===== config.mk =====
export PLATFORM = sky130hd
export DESIGN_NAME = dsaio_channel
export DESIGN_NICKNAME = d
export VERILOG_FILES = /design/src/design/dsaio_pkg.sv /design/src/design/dsaio_trig_sel.sv /design/src/design/dsaio_channel.sv
export VERILOG_INCLUDE_DIRS = /design/src /design/src/design
export SDC_FILE = /design/constraint.sdc
export NUM_CORES = 1
export LEC_CHECK = 0
export BUFFER_PORTS_ARGS = -buffer_cell sky130_fd_sc_hd__buf_2
export CORE_MARGIN = 5
export CORE_UTILIZATION = 28
export DETAILED_ROUTE_END_ITERATION = 6
export GPL_ROUTABILITY_DRIVEN = 1
export GPL_TIMING_DRIVEN = 0
export HOLD_SLACK_MARGIN = 0.12
export MAX_ROUTING_LAYER = met4
export SETUP_SLACK_MARGIN = 0.15
export SLEW_MARGIN = 20
export SYNTH_ARGS = -nofsm -noshare
export SYNTH_HDL_FRONTEND = slang
export SYNTH_HIERARCHICAL = 1
export SYNTH_SLANG_ARGS = --single-unit

===== constraint.sdc =====
create_clock -name clock -period 7.7 [get_ports clock]
set_clock_uncertainty 0.1 [all_clocks]
set_input_delay 1.54 -clock clock [delete_from_list [all_inputs] [get_ports clock]]
set_output_delay 1.54 -clock clock [all_outputs]
set_load 0.05 [all_outputs]

===== src/design/dsaio_consts.svh =====
// Constants for the short-address and full-address transfer channel.
// Assumes it is included by its bare name from the trigger selector and the channel files.
`ifndef DSAIO_CONSTS_SVH
`define DSAIO_CONSTS_SVH

// ==========================================================================
// Register indexes on the plain register port
`define DSAIO_REG_MEM_ADDR   4'h0
`define DSAIO_REG_PERIPH_LO  4'h1
`define DSAIO_REG_COUNT      4'h2
`define DSAIO_REG_CTRL       4'h3
`define DSAIO_REG_DEST_ADDR  4'h4
`define DSAIO_REG_FULL_CTRL  4'h5
`define DSAIO_REG_STATUS     4'h6

// ==========================================================================
// Channel control field positions
`define DSAIO_CTL_TE         7
`define DSAIO_CTL_SIZE       6
`define DSAIO_CTL_DIR        5
`define DSAIO_CTL_RPT        4
`define DSAIO_CTL_IRQE       3
`define DSAIO_CTL_TRIG_HI    2
`define DSAIO_CTL_TRIG_LO    0
// Full-address control field positions
`define DSAIO_FC_FULL        0
`define DSAIO_FC_BLOCK       1
`define DSAIO_FC_TMS         2
`define DSAIO_FC_SRC_HI      4
`define DSAIO_FC_SRC_LO      3
`define DSAIO_FC_DST_HI      6
`define DSAIO_FC_DST_LO      5
`define DSAIO_FC_BSZ_HI      15
`define DSAIO_FC_BSZ_LO      8

// ==========================================================================
// Reset values and fixed patterns
`define DSAIO_RST_ADDR       24'h000000
`define DSAIO_RST_PERIPH     8'h00
`define DSAIO_RST_COUNT      16'h0000
`define DSAIO_RST_CTRL       8'h00
`define DSAIO_RST_FULL_CTRL  16'h0000
`define DSAIO_PERIPH_HIGH    16'hffff
// Address step codes
`define DSAIO_STEP_HOLD      2'h0
`define DSAIO_STEP_UP        2'h1
`define DSAIO_STEP_DOWN      2'h2
// ==========================================================================
// Trigger select codes
`define DSAIO_TRG_TIMER0     3'h0
`define DSAIO_TRG_TIMER1     3'h1
`define DSAIO_TRG_TIMER2     3'h2
`define DSAIO_TRG_ADC        3'h3
`define DSAIO_TRG_SER_TX     3'h4
`define DSAIO_TRG_SER_RX     3'h5
`define DSAIO_TRG_EXT_EDGE   3'h6
`define DSAIO_TRG_EXT_LEVEL  3'h7
`define DSAIO_TRG_AUTO_BURST 3'h0
`define DSAIO_TRG_AUTO_STEAL 3'h2

`endif


===== src/design/dsaio_pkg.sv =====
// Types shared by the transfer channel and its trigger selector.
// Needs nothing from the constants header beside it.
`default_nettype none

package dsaio_pkg;

  // ========================================================================
  // Operating mode of the channel
  typedef enum logic [1:0] {
    DSAIO_MODE_IO,
    DSAIO_MODE_IDLE,
    DSAIO_MODE_NORMAL,
    DSAIO_MODE_BLOCK
  } dsaio_mode_type;
  // Bus sequencer states
  typedef enum logic [2:0] {
    DSAIO_ST_IDLE,
    DSAIO_ST_REQ,
    DSAIO_ST_RD,
    DSAIO_ST_WR
  } dsaio_state_type;
endpackage

`default_nettype wire


===== src/design/dsaio_trig_sel.sv =====
// Trigger selector: picks the activation source and says which way data moves.
// Assumes peripheral event inputs are one-cycle pulses on the same clock; the
// external request pin is asynchronous and is synchronised here.
`include "dsaio_consts.svh"
`default_nettype none

module dsaio_trig_sel (
  input  wire logic                     clock,
  input  wire logic                     rst,
  input  wire dsaio_pkg::dsaio_mode_type mode,
  input  wire logic [2:0]               code,
  input  wire logic [2:0]               timer_match,
  input  wire logic                     sci_tx_empty,
  input  wire logic                     sci_rx_full,
  input  wire logic                     adc_conv_end,
  input  wire logic                     ext_req_n,
  output logic                          trig_event,
  output logic                          trig_level,
  output logic                          auto_req,
  output logic                          auto_burst,
  output logic                          periph_to_mem,
  output logic                          code_ok
);
  import dsaio_pkg::*;

  // ========================================================================
  // External request synchroniser
  logic ext_s1_q;  // First stage, read only by the second
  logic ext_s2_q;  // Settled level
  logic ext_s3_q;  // Previous settled level for the edge

  // Three flops: two to settle the pin, one to find its falling edge
  always_ff @(posedge clock or posedge rst) begin
    if (rst) begin
      ext_s1_q <= 1'b1;
      ext_s2_q <= 1'b1;
      ext_s3_q <= 1'b1;
    end else begin
      ext_s1_q <= ext_req_n;
      ext_s2_q <= ext_s1_q;
      ext_s3_q <= ext_s2_q;
    end
  end

  wire ext_fall = ext_s3_q & ~ext_s2_q;  // Falling edge of the request
  wire ext_low  = ~ext_s2_q;              // Request pin held low

  // ========================================================================
  // Source decode
  wire short_mode = (mode == DSAIO_MODE_IO) || (mode == DSAIO_MODE_IDLE);
  wire is_timer   = (code == `DSAIO_TRG_TIMER0) || (code == `DSAIO_TRG_TIMER1) ||
                    (code == `DSAIO_TRG_TIMER2);
  wire timer_hit  = is_timer & timer_match[code[1:0]];

  // Peripheral and pin events usable by short-address and block channels
  wire short_evt =
      timer_hit |
      ((code == `DSAIO_TRG_ADC)      & adc_conv_end) |
      ((code == `DSAIO_TRG_SER_TX)   & sci_tx_empty) |
      ((code == `DSAIO_TRG_SER_RX)   & sci_rx_full) |
      ((code == `DSAIO_TRG_EXT_EDGE) & ext_fall);
  wire block_evt =
      timer_hit |
      ((code == `DSAIO_TRG_ADC)      & adc_conv_end) |
      ((code == `DSAIO_TRG_EXT_EDGE) & ext_fall);
  wire norm_evt  = (code == `DSAIO_TRG_EXT_EDGE) & ext_fall;

  // One selected event per request, chosen by the three select bits
  assign trig_event = short_mode ? short_evt :
                      (mode == DSAIO_MODE_BLOCK) ? block_evt : norm_evt;
  assign trig_level = (code == `DSAIO_TRG_EXT_LEVEL) & ext_low &
                      (mode != DSAIO_MODE_BLOCK);
  // Auto-request needs no trigger at all once enabled
  assign auto_req   = (mode == DSAIO_MODE_NORMAL) &&
                      ((code == `DSAIO_TRG_AUTO_BURST) || (code == `DSAIO_TRG_AUTO_STEAL));
  assign auto_burst = (mode == DSAIO_MODE_NORMAL) && (code == `DSAIO_TRG_AUTO_BURST);

  // Receive-full and conversion-end move peripheral to memory
  assign periph_to_mem = short_mode &&
                         ((code == `DSAIO_TRG_SER_RX) || (code == `DSAIO_TRG_ADC));

  // Unusable codes start nothing
  assign code_ok = short_mode ? 1'b1 :
                   (mode == DSAIO_MODE_NORMAL) ? (auto_req || code[2:1] == 2'h3) :
                   (code[2] == 1'b0 || code == `DSAIO_TRG_EXT_EDGE);
endmodule

`default_nettype wire


===== src/design/dsaio_channel.sv =====
// Transfer channel engine: register port, trigger handling and bus sequencer.
// Assumes a single-master-at-a-time system bus with request/grant arbitration
// and a valid/ack handshake; peripheral events arrive as same-clock pulses.
//
// What this block does
// - Auto-request runs to count end, 24-bit addresses.
// - Cycle-steal releases bus after every transfer.
// - Burst holds bus unless higher master asks.
// - External request moves one unit each.
// - Block request moves block, restores one address.
// - Mode chosen per channel, independent of others.
// - I/O and idle move one unit per request.
// - Receive-full and conversion-end read peripheral.
// - I/O mode steps memory address each transfer.
// - Peripheral address low byte, high all ones.
// - Idle mode holds both addresses fixed.
// - Count down, clear enable, optional interrupt.
// - Idle completion always requests interrupt.
// - Start count zero means 65,536 transfers.
// - Timers, serial, converter, external triggers accepted.
// - Interrupt-enable plus repeat-enable selects idle.
// - Size bit picks byte or word transfers.
// - Three select bits choose activation source.
`include "dsaio_consts.svh"
`default_nettype none

module dsaio_channel (
  input  wire logic                       clock,
  input  wire logic                       rst,
  // Register port
  input  wire logic [3:0]                 reg_addr,
  input  wire logic [31:0]                reg_wdata,
  input  wire logic                       reg_wr,
  input  wire logic                       reg_rd,
  output logic [31:0]                     reg_rdata,
  // Activation sources
  input  wire logic [2:0]                 timer_match,
  input  wire logic                       sci_tx_empty,
  input  wire logic                       sci_rx_full,
  input  wire logic                       adc_conv_end,
  input  wire logic                       ext_req_n,
  // System bus master
  output logic                            bus_req,
  input  wire logic                       bus_gnt,
  input  wire logic                       bus_preempt,
  output logic                            bus_valid,
  output logic                            bus_write,
  output logic                            bus_word,
  output logic [23:0]                     bus_addr,
  output logic [15:0]                     bus_wdata,
  input  wire logic [15:0]                bus_rdata,
  input  wire logic                       bus_ack,
  // Completion and mode
  output logic                            irq,
  output dsaio_pkg::dsaio_mode_type       active_mode
);
  import dsaio_pkg::*;

  // ========================================================================
  // Registers
  logic [23:0]     mem_addr_q,  mem_addr_d;   // Memory or source address
  logic [7:0]      periph_q,    periph_d;     // Peripheral address low byte
  logic [15:0]     count_q,     count_d;      // Transfer or block counter
  logic [7:0]      ctrl_q,      ctrl_d;       // Channel control
  logic [23:0]     dest_addr_q, dest_addr_d;  // Full-address destination
  logic [15:0]     full_q,      full_d;       // Full-address control
  logic            done_q,      done_d;       // Completion flag
  logic            pend_q,      pend_d;       // One outstanding request
  logic [8:0]      blk_left_q,  blk_left_d;   // Units left in this block
  logic [23:0]     blk_start_q, blk_start_d;  // Block-area start address
  logic [15:0]     data_q,      data_d;       // Word held between read and write
  logic [23:0]     addr_q,      addr_d;       // Bus address
  logic            write_q,     write_d;      // Bus cycle is a write
  logic [31:0]     rdata_q,     rdata_d;      // Register read data
  dsaio_state_type state_q,     state_d;      // Sequencer state

  // ========================================================================
  // Helpers
  // Step an address by one unit in the given direction
  function automatic logic [23:0] step_addr(input logic [23:0] a,
                                            input logic [1:0]  how,
                                            input logic        word);
    logic [23:0] unit;
    unit = word ? 24'h000002 : 24'h000001;
    case (how)
      `DSAIO_STEP_UP:   step_addr = a + unit;
      `DSAIO_STEP_DOWN: step_addr = a - unit;
      default:          step_addr = a;
    endcase
  endfunction

  // Pick the source or destination address of a transfer
  function automatic logic [23:0] pick_addr(input logic        short_m,
                                            input logic        p2m,
                                            input logic        want_src,
                                            input logic [23:0] mem,
                                            input logic [23:0] dst,
                                            input logic [7:0]  pa);
    logic [23:0] fixed;
    fixed = {`DSAIO_PERIPH_HIGH, pa};
    if (!short_m) begin
      pick_addr = want_src ? mem : dst;
    end else if (want_src) begin
      pick_addr = p2m ? fixed : mem;
    end else begin
      pick_addr = p2m ? mem : fixed;
    end
  endfunction

  // ========================================================================
  // Decoded control
  wire       te      = ctrl_q[`DSAIO_CTL_TE];
  wire       word    = ctrl_q[`DSAIO_CTL_SIZE];
  wire       dir_dn  = ctrl_q[`DSAIO_CTL_DIR];
  wire       irq_en  = ctrl_q[`DSAIO_CTL_IRQE];
  wire       rpt     = ctrl_q[`DSAIO_CTL_RPT];
  wire [2:0] code    = ctrl_q[`DSAIO_CTL_TRIG_HI:`DSAIO_CTL_TRIG_LO];
  wire       tms_src = full_q[`DSAIO_FC_TMS];
  wire [1:0] src_how = full_q[`DSAIO_FC_SRC_HI:`DSAIO_FC_SRC_LO];
  wire [1:0] dst_how = full_q[`DSAIO_FC_DST_HI:`DSAIO_FC_DST_LO];
  wire [7:0] blk_sz  = full_q[`DSAIO_FC_BSZ_HI:`DSAIO_FC_BSZ_LO];

  // Mode from this channel's own bits only, so channels differ freely
  assign active_mode = full_q[`DSAIO_FC_FULL] ?
                       (full_q[`DSAIO_FC_BLOCK] ? DSAIO_MODE_BLOCK : DSAIO_MODE_NORMAL) :
                       ((rpt & irq_en) ? DSAIO_MODE_IDLE : DSAIO_MODE_IO);

  wire short_m  = (active_mode == DSAIO_MODE_IO) || (active_mode == DSAIO_MODE_IDLE);
  wire block_m  = (active_mode == DSAIO_MODE_BLOCK);
  // Memory address walks in I/O mode, stands still in idle mode
  wire [1:0] mem_how = (active_mode == DSAIO_MODE_IDLE) ? `DSAIO_STEP_HOLD :
                       (dir_dn ? `DSAIO_STEP_DOWN : `DSAIO_STEP_UP);

  // ========================================================================
  // Trigger selection
  logic trig_event;  // Selected source fired
  logic trig_level;  // Level request held
  logic auto_req;    // Auto-request selected
  logic auto_burst;  // Auto-request in burst form
  logic p2m;         // Peripheral to memory direction
  logic code_ok;     // Select code is usable in this mode

  dsaio_trig_sel u_trig (
    .clock         (clock),
    .rst           (rst),
    .mode          (active_mode),
    .code          (code),
    .timer_match   (timer_match),
    .sci_tx_empty  (sci_tx_empty),
    .sci_rx_full   (sci_rx_full),
    .adc_conv_end  (adc_conv_end),
    .ext_req_n     (ext_req_n),
    .trig_event    (trig_event),
    .trig_level    (trig_level),
    .auto_req      (auto_req),
    .auto_burst    (auto_burst),
    .periph_to_mem (p2m),
    .code_ok       (code_ok)
  );

  // ========================================================================
  // Sequencer decode
  wire in_idle   = (state_q == DSAIO_ST_IDLE);
  wire want_go   = te & code_ok & (auto_req | pend_q | trig_level);
  wire start     = in_idle & want_go;
  wire wr_done   = (state_q == DSAIO_ST_WR) & bus_ack;
  // A block opens on the first unit after a request
  wire blk_open  = start & block_m & (blk_left_q == 9'h000);
  wire [8:0] blk_full = (blk_sz == 8'h00) ? 9'h100 : {1'b0, blk_sz};
  wire [8:0] blk_now  = blk_open ? blk_full : blk_left_q;

  // Counter wraps from zero to all ones, giving 65,536 units
  wire [15:0] count_dec = count_q - 16'h0001;
  wire        blk_end   = block_m & (blk_left_q == 9'h001);
  wire        cnt_tick  = wr_done & (~block_m | blk_end);
  wire        finish    = cnt_tick & (count_dec == 16'h0000);
  wire        blk_more  = block_m & (blk_left_q > 9'h001);
  // Burst keeps the bus while granted and nobody higher asks
  wire        keep_bus  = ~finish & ~bus_preempt & bus_gnt &
                          (blk_more | (auto_burst & te));

  // Next addresses after this unit lands
  wire [23:0] mem_step  = step_addr(mem_addr_q, short_m ? mem_how : src_how, word);
  wire [23:0] dst_step  = step_addr(dest_addr_q, dst_how, word);
  wire [23:0] mem_nx    = (blk_end & tms_src) ? blk_start_q : mem_step;
  wire [23:0] dst_nx    = (blk_end & ~tms_src) ? blk_start_q : dst_step;
  wire [23:0] src_now   = pick_addr(short_m, p2m, 1'b1, mem_addr_q, dest_addr_q, periph_q);
  wire [23:0] dst_now   = pick_addr(short_m, p2m, 1'b0, mem_addr_q, dest_addr_q, periph_q);
  wire [23:0] src_next  = pick_addr(short_m, p2m, 1'b1, mem_nx, dst_nx, periph_q);

  // Register port decode
  wire wr_mem   = reg_wr & (reg_addr == `DSAIO_REG_MEM_ADDR);
  wire wr_per   = reg_wr & (reg_addr == `DSAIO_REG_PERIPH_LO);
  wire wr_cnt   = reg_wr & (reg_addr == `DSAIO_REG_COUNT);
  wire wr_ctl   = reg_wr & (reg_addr == `DSAIO_REG_CTRL);
  wire wr_dst   = reg_wr & (reg_addr == `DSAIO_REG_DEST_ADDR);
  wire wr_full  = reg_wr & (reg_addr == `DSAIO_REG_FULL_CTRL);
  wire wr_stat  = reg_wr & (reg_addr == `DSAIO_REG_STATUS);

  // ========================================================================
  // Sequencer next state
  always_comb begin
    state_d = state_q;
    addr_d  = addr_q;
    write_d = write_q;
    data_d  = data_q;
    case (state_q)
      // Wait for something to do
      DSAIO_ST_IDLE: begin
        if (start) begin
          state_d = DSAIO_ST_REQ;
        end
      end
      // Bus requested, wait for the grant
      DSAIO_ST_REQ: begin
        if (bus_gnt) begin
          state_d = DSAIO_ST_RD;
          addr_d  = src_now;
          write_d = 1'b0;
        end
      end
      // Read the source
      DSAIO_ST_RD: begin
        if (bus_ack) begin
          state_d = DSAIO_ST_WR;
          data_d  = word ? bus_rdata : {8'h00, bus_rdata[7:0]};
          addr_d  = dst_now;
          write_d = 1'b1;
        end
      end
      // Write the destination, then hold or give back the bus
      DSAIO_ST_WR: begin
        if (bus_ack) begin
          if (keep_bus) begin
            state_d = DSAIO_ST_RD;
            addr_d  = src_next;
            write_d = 1'b0;
          end else begin
            state_d = DSAIO_ST_IDLE;
          end
        end
      end
      default: begin
        state_d = DSAIO_ST_IDLE;
      end
    endcase
  end

  // ========================================================================
  // Register and counter next values
  always_comb begin
    mem_addr_d  = wr_mem  ? reg_wdata[23:0] : mem_addr_q;
    periph_d    = wr_per  ? reg_wdata[7:0]  : periph_q;
    count_d     = wr_cnt  ? reg_wdata[15:0] : count_q;
    ctrl_d      = wr_ctl  ? reg_wdata[7:0]  : ctrl_q;
    dest_addr_d = wr_dst  ? reg_wdata[23:0] : dest_addr_q;
    full_d      = wr_full ? reg_wdata[15:0] : full_q;
    blk_left_d  = blk_now;
    blk_start_d = blk_start_q;
    // Hardware updates win over a write in the same cycle
    if (blk_open) begin
      blk_start_d = tms_src ? mem_addr_q : dest_addr_q;
    end
    if (wr_done) begin
      mem_addr_d  = mem_nx;
      dest_addr_d = dst_nx;
      blk_left_d  = block_m ? blk_left_q - 9'h001 : 9'h000;
    end
    if (cnt_tick) begin
      count_d = count_dec;
    end
    if (finish) begin
      ctrl_d[`DSAIO_CTL_TE] = 1'b0;
    end
    if (~te) begin
      blk_left_d = 9'h000;
    end
  end

  // Completion flag: set wins over software clear
  assign done_d = finish | (done_q & ~(wr_ctl | (wr_stat & reg_wdata[1])));
  // Pending request: one per event, block takes one per block
  wire take = start & ~auto_req & ~trig_level & (~block_m | blk_open);
  assign pend_d = te & ((pend_q & ~take) | trig_event);

  // Register read mux, unmapped reads give zero
  always_comb begin
    case (reg_addr)
      `DSAIO_REG_MEM_ADDR:  rdata_d = {8'h00, mem_addr_q};
      `DSAIO_REG_PERIPH_LO: rdata_d = {24'h000000, periph_q};
      `DSAIO_REG_COUNT:     rdata_d = {16'h0000, count_q};
      `DSAIO_REG_CTRL:      rdata_d = {24'h000000, ctrl_q};
      `DSAIO_REG_DEST_ADDR: rdata_d = {8'h00, dest_addr_q};
      `DSAIO_REG_FULL_CTRL: rdata_d = {16'h0000, full_q};
      `DSAIO_REG_STATUS:    rdata_d = {14'h0000, blk_left_q, 4'h0,
                                       active_mode, pend_q, done_q, ~in_idle};
      default:              rdata_d = 32'h00000000;
    endcase
    if (!reg_rd) begin
      rdata_d = 32'h00000000;
    end
  end

  // ========================================================================
  // Flops
  always_ff @(posedge clock or posedge rst) begin
    if (rst) begin
      mem_addr_q  <= `DSAIO_RST_ADDR;
      periph_q    <= `DSAIO_RST_PERIPH;
      count_q     <= `DSAIO_RST_COUNT;
      ctrl_q      <= `DSAIO_RST_CTRL;
      dest_addr_q <= `DSAIO_RST_ADDR;
      full_q      <= `DSAIO_RST_FULL_CTRL;
      done_q      <= 1'b0;
      pend_q      <= 1'b0;
      blk_left_q  <= 9'h000;
      blk_start_q <= `DSAIO_RST_ADDR;
    end else begin
      mem_addr_q  <= mem_addr_d;
      periph_q    <= periph_d;
      count_q     <= count_d;
      ctrl_q      <= ctrl_d;
      dest_addr_q <= dest_addr_d;
      full_q      <= full_d;
      done_q      <= done_d;
      pend_q      <= pend_d;
      blk_left_q  <= blk_left_d;
      blk_start_q <= blk_start_d;
    end
  end

  // Bus-side flops and read data
  always_ff @(posedge clock or posedge rst) begin
    if (rst) begin
      state_q <= DSAIO_ST_IDLE;
      addr_q  <= `DSAIO_RST_ADDR;
      write_q <= 1'b0;
      data_q  <= 16'h0000;
      rdata_q <= 32'h00000000;
    end else begin
      state_q <= state_d;
      addr_q  <= addr_d;
      write_q <= write_d;
      data_q  <= data_d;
      rdata_q <= rdata_d;
    end
  end

  // ========================================================================
  // Outputs
  // Request drops in idle, so cycle-steal gives the bus back each unit
  assign bus_req   = ~in_idle;
  assign bus_valid = (state_q == DSAIO_ST_RD) || (state_q == DSAIO_ST_WR);
  assign bus_write = write_q;
  assign bus_word  = word;
  assign bus_addr  = addr_q;
  assign bus_wdata = data_q;
  assign reg_rdata = rdata_q;
  // Interrupt while completion stands and enabled; idle mode has it enabled
  assign irq       = done_q & irq_en;
endmodule

`default_nettype wire


======== Yosys cells after proc, flatten, opt, wreduce, memory -nomap -nowiden ========
Cells that the tools add are included.
word-level totals
  flip-flop bits (word level) ............. 210
  bits of input ports ..................... 66
  output and inout bits ................... 79
  logic and storage cells ................. 207
operators by class
  reduce and logical (&&, ||, !) cells .... 27
  add/sub/neg operators ................... 6
  bitwise logic cells ..................... 64
  equal/unequal tests ..................... 33
  multiplexer cells ....................... 56
  $lt $le $gt $ge ......................... 2
operators by type and width
  operator                 number
  $mux W24                 17
  $pmux W24 S7             1
  $pmux W24 S2             2
  $pmux W24 S3             1
  $mux W16                 3
  $mux W9                  5
  $and A1 B1 Y1            40
  $mux W32                 1
  $add A24 B2 Y24          1
  $add A24 B24 Y24         1
  $sub A24 B2 Y24          1
  $sub A24 B24 Y24         1
  $logic_not A16 Y1        1
  $sub A16 B1 Y16 const B  1
  $or A1 B1 Y1             13
  $eq A3 B2 Y1 const B     4
  $eq A3 B3 Y1 const B     4
  $eq A4 B3 Y1 const B     3
  $mux W1                  12
  $mux W2                  6
  $mux W3                  4
  $pmux W3 S4              1
  $not A1 Y1               11
  $eq A2 B2 Y1 const B     5
  27 further kinds         49

======== Longest topological paths before layout ========
  depth in word-level cells ............... 19
  mapped depth ............................ 22
  depth with buffers taken out ............ 17

======== Cells and area by module ========
Netlist, hierarchy kept.
by module, submodules not included
  module          cells an instance  times used  seq. area each (sq um)  area an instance (sq um)
  dsaio_channel   1,638              1           4,954.8                 13,641.8
  dsaio_trig_sel  27                 1           78.8                    250.2

======== Least setup slack after synthesis ========
Ideal clock, no wire load.
  kind .................................... reg2reg
  start ................................... reg full_q[0]
  end ..................................... reg addr_q[17], in the netlist bus_addr[17]
  data required time ...................... 7.470 ns
  arrival time ............................ 4.903 ns
  buffers on the path ..................... 6
  setup time .............................. 0.130 ns
  clock period less this slack ............ 5.133 ns
  slack ................................... 2.567 ns
  stages on the path, launching flop included .. 22
  path through ............................ dfrtp_1 clkbuf_1 buf_1 buf_1 o21ai_0 ha_1 buf_2 inv_1 buf_1 clkbuf_1 nor2_1 ha_1 nor2b_1 o21ai_0 a311oi_1 o21a_1 or2_2 a211oi_1 xnor2_1 a21oi_1 o21ai_0 a31oi_1
on the way
  longest elaborated chain between the ends .. 12
  elaborated cells on any way between the ends .. 40
  classes of those cells .................. eq/ne: 6; mux: 16; bitwise: 13; reduce/logical: 5
ends and longest elaborated chain
  item                                               line                                                              RTL
  start, declared                                    dsaio_channel.sv:66                                               logic [15:0] full_q, full_d;
  start signal, assigned                             dsaio_channel.sv:313                                              full_q <= `DSAIO_RST_FULL_CTRL;
  start signal, assigned                             dsaio_channel.sv:324                                              full_q <= full_d;
  $mux W2 *                                          dsaio_channel.sv:124                                              assign active_mode = full_q[`DSAIO_FC_FULL] ?
  $eq A2 B1 Y1, or another cell as far along         dsaio_trig_sel.sv:50, dsaio_channel.sv:128, dsaio_channel.sv:131
  $mux W2, or another cell as far along              dsaio_channel.sv:131                                              wire [1:0] mem_how = (active_mode == DSAIO_MODE_IDLE) ? `DSAIO_STEP_HOLD :
  $mux W2 or $or A1 B1 Y1 (tied branches)            dsaio_channel.sv:183, dsaio_channel.sv:175
  $eq A2 B2 Y1, or another cell as far along         dsaio_channel.sv:85                                               case (how)
  $pmux W24 S2 or $and A1 B1 Y1 (tied branches)      dsaio_channel.sv:85, dsaio_channel.sv:176
  $mux W24 or $not A1 Y1 (tied branches)             dsaio_channel.sv:185, dsaio_channel.sv:179
  $mux W24 or $and A1 B1 Y1 (tied branches)          dsaio_channel.sv:104, dsaio_channel.sv:179
  $mux W24 or $and A1 B1 Y1 (tied branches)          dsaio_channel.sv:101, dsaio_channel.sv:179
  $mux W24 or $and A1 B1 Y1 (tied branches)          dsaio_channel.sv:234, dsaio_channel.sv:179
  $mux W24 or $ne A2 B2 Y1 (tied branches)           -
  $pmux W24 S3 or $reduce_and A5 Y1 (tied branches)  -
  end signal, assigned                               dsaio_channel.sv:336                                              addr_q <= `DSAIO_RST_ADDR;
  end signal, assigned                               dsaio_channel.sv:342                                              addr_q <= addr_d;
  end, declared                                      dsaio_channel.sv:72                                               logic [23:0] addr_q, addr_d;
Every way passes the cells marked *; elsewhere a longest branch is shown, timed or not. The select of a mux whose other input is x is not followed.
A chain may end at the register's enable or synchronous reset.

======== Worst setup path in the final report ========
Same ends and word-level chain as after synthesis.

==> flow_metrics.env <==
export IMPL_cp_slowest_stage_delay_ns=0.55
export IMPL_synth_area_um2=13890
export IMPL_grt_pass1_vias=13710
export IMPL_p_leak_nw=6.975
export IMPL_cp_end_kind="flip-flop"
export IMPL_initial_core_util_pct=28.32
export IMPL_synth_seq_cells=201
export IMPL_ir_worst_vdd_mv=0.2053
export IMPL_portBuffers=124
export IMPL_power_w=0.006815
export IMPL_power_density_nw_per_um2=418.1
export IMPL_cpMaxStageDelayCell="buf_2"
export IMPL_clk_pin_slew_worst_paths_ns=0.06
export IMPL_critical_path_class="reg2reg"
export IMPL_final_cell_mix="dfrtp_1 (198), nand2_1 (174), o21ai_0 (158), a21oi_1 (155), nor2_1 (144)"
export IMPL_setup_viol=0
export IMPL_crit_chain="clkbuf_1, buf_2, nor2_1, a22oi_1, ha_1, buf_2, inv_1, buf_1, clkbuf_2, nor2_1, ha_1, nor2b_1, o21ai_0, a311oi_1, o21a_1, or2_2, a211oi_1, xnor2_1, a21oi_1, o21ai_0, a31oi_1"
export IMPL_rr_worst_depth=21
export IMPL_synth_ff_type="dfrtp_1"
export IMPL_fin_crit_sh_pct=92.54
export IMPL_firstDrtPassIters=5
export IMPL_finalInstanceArea_um2=16300
export IMPL_min_to="u_trig/ext_s2_q"
export IMPL_cts_htree_levels=1
export IMPL_syn_avg_cell_area_um2=8.344
export IMPL_wl_mm=56.13
export IMPL_cp_data_required_time_ns=8.07
export IMPL_post_cts_buffers=0
export IMPL_rows=81
export IMPL_coreArea_um2=49050
export IMPL_layout_drive_gt1_share_pct=14.28
export IMPL_yosysTopAreaCellShare_pct=35.67
export IMPL_yosys_warnings=6
export IMPL_drv_slew=0
export IMPL_placed_area_um2=15450
export IMPL_grt_use_total_pct=20.73
export IMPL_gp_congestion=0.9413
export IMPL_timing_rr_start="full_q[0]"
export IMPL_synth_edf_count=0
export IMPL_wl_met3_mm=4.082
export IMPL_worst_slack_ns=0.5747
export IMPL_cts_resized=2
export IMPL_antenna_found_initial=0
export IMPL_die_area_um2=54170
export IMPL_n_antenna_cell=0
export IMPL_num_vias=14040
export IMPL_hp_class="reg2reg"
export IMPL_synth_largest_area_cell="dfrtp_1"
export IMPL_rrSetupSlack_ns=0.57
export IMPL_cts_tree="built"
export IMPL_wl_met2_mm=26.08
export IMPL_wl_per_cell_um=22.40
export IMPL_dpl_hpwl_mm=44.25
export IMPL_fp_dieW_um=232.7
export IMPL_ant_nets=0
export IMPL_yosysUniqueCellTypes=81
export IMPL_tns_ns=0
export IMPL_hold_start="u_trig/ext_s1_q"
export IMPL_ys_seq_area_share_pct=36.23
export IMPL_worstPathArrival_ns=7.49
export IMPL_status="finished, final reports clean"
export IMPL_grt_pass1_wl_mm=85.28
export IMPL_min_period_ns=7.125
export IMPL_startpoint_type="flip-flop"
export IMPL_avgViaCountPerCell=5.603
export IMPL_nNetsFinal=1930
export IMPL_cts_max_path_buffers=3
export IMPL_met1Wirelength_mm=23.82
export IMPL_pre_cts_slack_ns=-0.1517
export IMPL_synth_cells=1665
export IMPL_die_h_um=232.7
export IMPL_gr_total_overflow=0
export IMPL_crit_fanout=19
export IMPL_final_hold_viol_count=0
export IMPL_async_flop_share_pct=100.0
export IMPL_drv_cap=0
export IMPL_insertion_delay_ns=0.57
export IMPL_cts_sinks=201
export IMPL_slew_headroom_pct=28.35
export IMPL_reg2reg_to="bus_addr[17]"
export IMPL_cts_made_buffers=25
export IMPL_max_clock_freq_mhz=140.3
export IMPL_grt_setup_unrepaired="no"
export IMPL_ys_top_cells_by_area="dfrtp_1 (36%), o21ai_0 (5.7%), a21oi_1 (5.6%)"
export IMPL_drt_iter0_drc=1611
export IMPL_worst_slew_pin_slew_ns=1.066
export IMPL_num_io_pins=145
export IMPL_area_growth_pct=17.33
export IMPL_cts_root_buf="clkbuf_16"
export IMPL_grt_max_degree=74
export IMPL_drc=0
export IMPL_top_layer_used="met4"
export IMPL_holdPathStages=0
export IMPL_holdBufCountCts=0
export IMPL_final_common_cell="dfrtp_1"
==> cells by family (layout without fill, tap and decap cells) <==
logic type               Yosys count  after routing  share of synthesized area [%]
buffers and inverters            174            344                          5.206
XOR/XNOR                          57             57                          3.594
multiplexers                     109            109                          8.214
other                              1              8                        0.02699
adder cells (fa/ha/maj)           40             40                          3.711
AO/OA/AOI/OAI                    570            570                          25.45
AND/OR/NAND/NOR                  513            513                          17.56
flip-flops                       201            201                          36.23
==> worst max-delay path: cells and delay by family, from the launching register on <==
| family | cells | cell delay, ns |
|---|---|---|
| AND/OR/NAND/NOR | 4 | 0.83 |
| buffers and inverters | 6 | 2.16 |
| flip-flops | 1 | 0.50 |
| adder cells (fa/ha/maj) | 2 | 0.78 |
| AO/OA/AOI/OAI | 8 | 2.55 |
| XOR/XNOR | 1 | 0.12 |
==> power by group <==
group | internal, W | switching [W] | leakage (nW)
Clock | 0.000724 | 0.000511 | 0.409
Combinational | 0.00128 | 0.00250 | 4.09
Sequential | 0.00138 | 0.000420 | 2.48
==> cell usage after synthesis (22+ instances only) <==
library cell  count
a31oi_1          36
mux2i_1          69
a21o_1           25
nor3_1           32
clkbuf_1        103
a21oi_1         155
nand2_1         174
xnor2_1          35
dfrtp_1         198
nand3_1          32
inv_1            38
xor2_1           22
o21ai_0         158
a211oi_1         31
a22oi_1          50
mux2_2           40
nor2_1          144
ha_1             38
==> worst max-delay path by stage <==
stage / from / end / slack [ns] / cells past startpoint
2_1_floorplan: rst / blk_left_q[0] / 0.66 / 1
3_3_place_gp: rst / bus_addr[17] / -1.82 / 2
3_5_place_dp: full_q[0] / bus_addr[17] / -0.15 / 21
4_1_cts: full_q[0] / bus_addr[17] / 0.30 / 21
5_1_grt: full_q[0] / bus_addr[17] / 0.30 / 20
6_report: full_q[0] / bus_addr[17] / 0.57 / 21
==> metrics by stage <==
stage / util [%] / hold WS [ns] / cells
2_1_floorplan: - / 0.2452 / 1672
3_3_place_gp: 31.33 / 0.2487 / 2460
3_5_place_dp: 31.50 / 0.2532 / 2462
4_1_cts: 33.24 / 0.2645 / 2507
5_1_grt: 33.23 / 0.2697 / 2506
6_report: 33.23 / 0.2627 / 2506
==> layout make-up <==
type | instances | area [um2]
plain buffers | 134 | 575.6
clock buffers | 31 | 668.1
clock inverters | 14 | 178.9
fillers | 5201 | 32750
inverters | 39 | 153.9
multi-input cells | 1297 | 8183
flip-flops and latches | 201 | 5034
well taps | 664 | 830.8
repair buffers | 126 | 675.6
==> flip-flops by register name, summed over array words and instances, names as in the netlist, 2 cells and up <==
signal,count
bus_addr,24
periph_q,8
blk_start_q,24
bus_wdata,16
dest_addr_q,24
ctrl_q,8
full_q,16
mem_addr_q,24
blk_left_q,9
count_q,16
reg_rdata,24
state_q,2
==> layer usage <==
| metal | vias up | GRT usage, % |
|---|---|---|
| met4 | 0 | 6.498 |
| li1 | 6405 | - |
| met5 | - | - |
| met2 | 705 | 33.45 |
| met3 | 140 | 2.636 |
| met1 | 6792 | 27.29 |
Note: power is estimated with default switching activity, not from simulation.
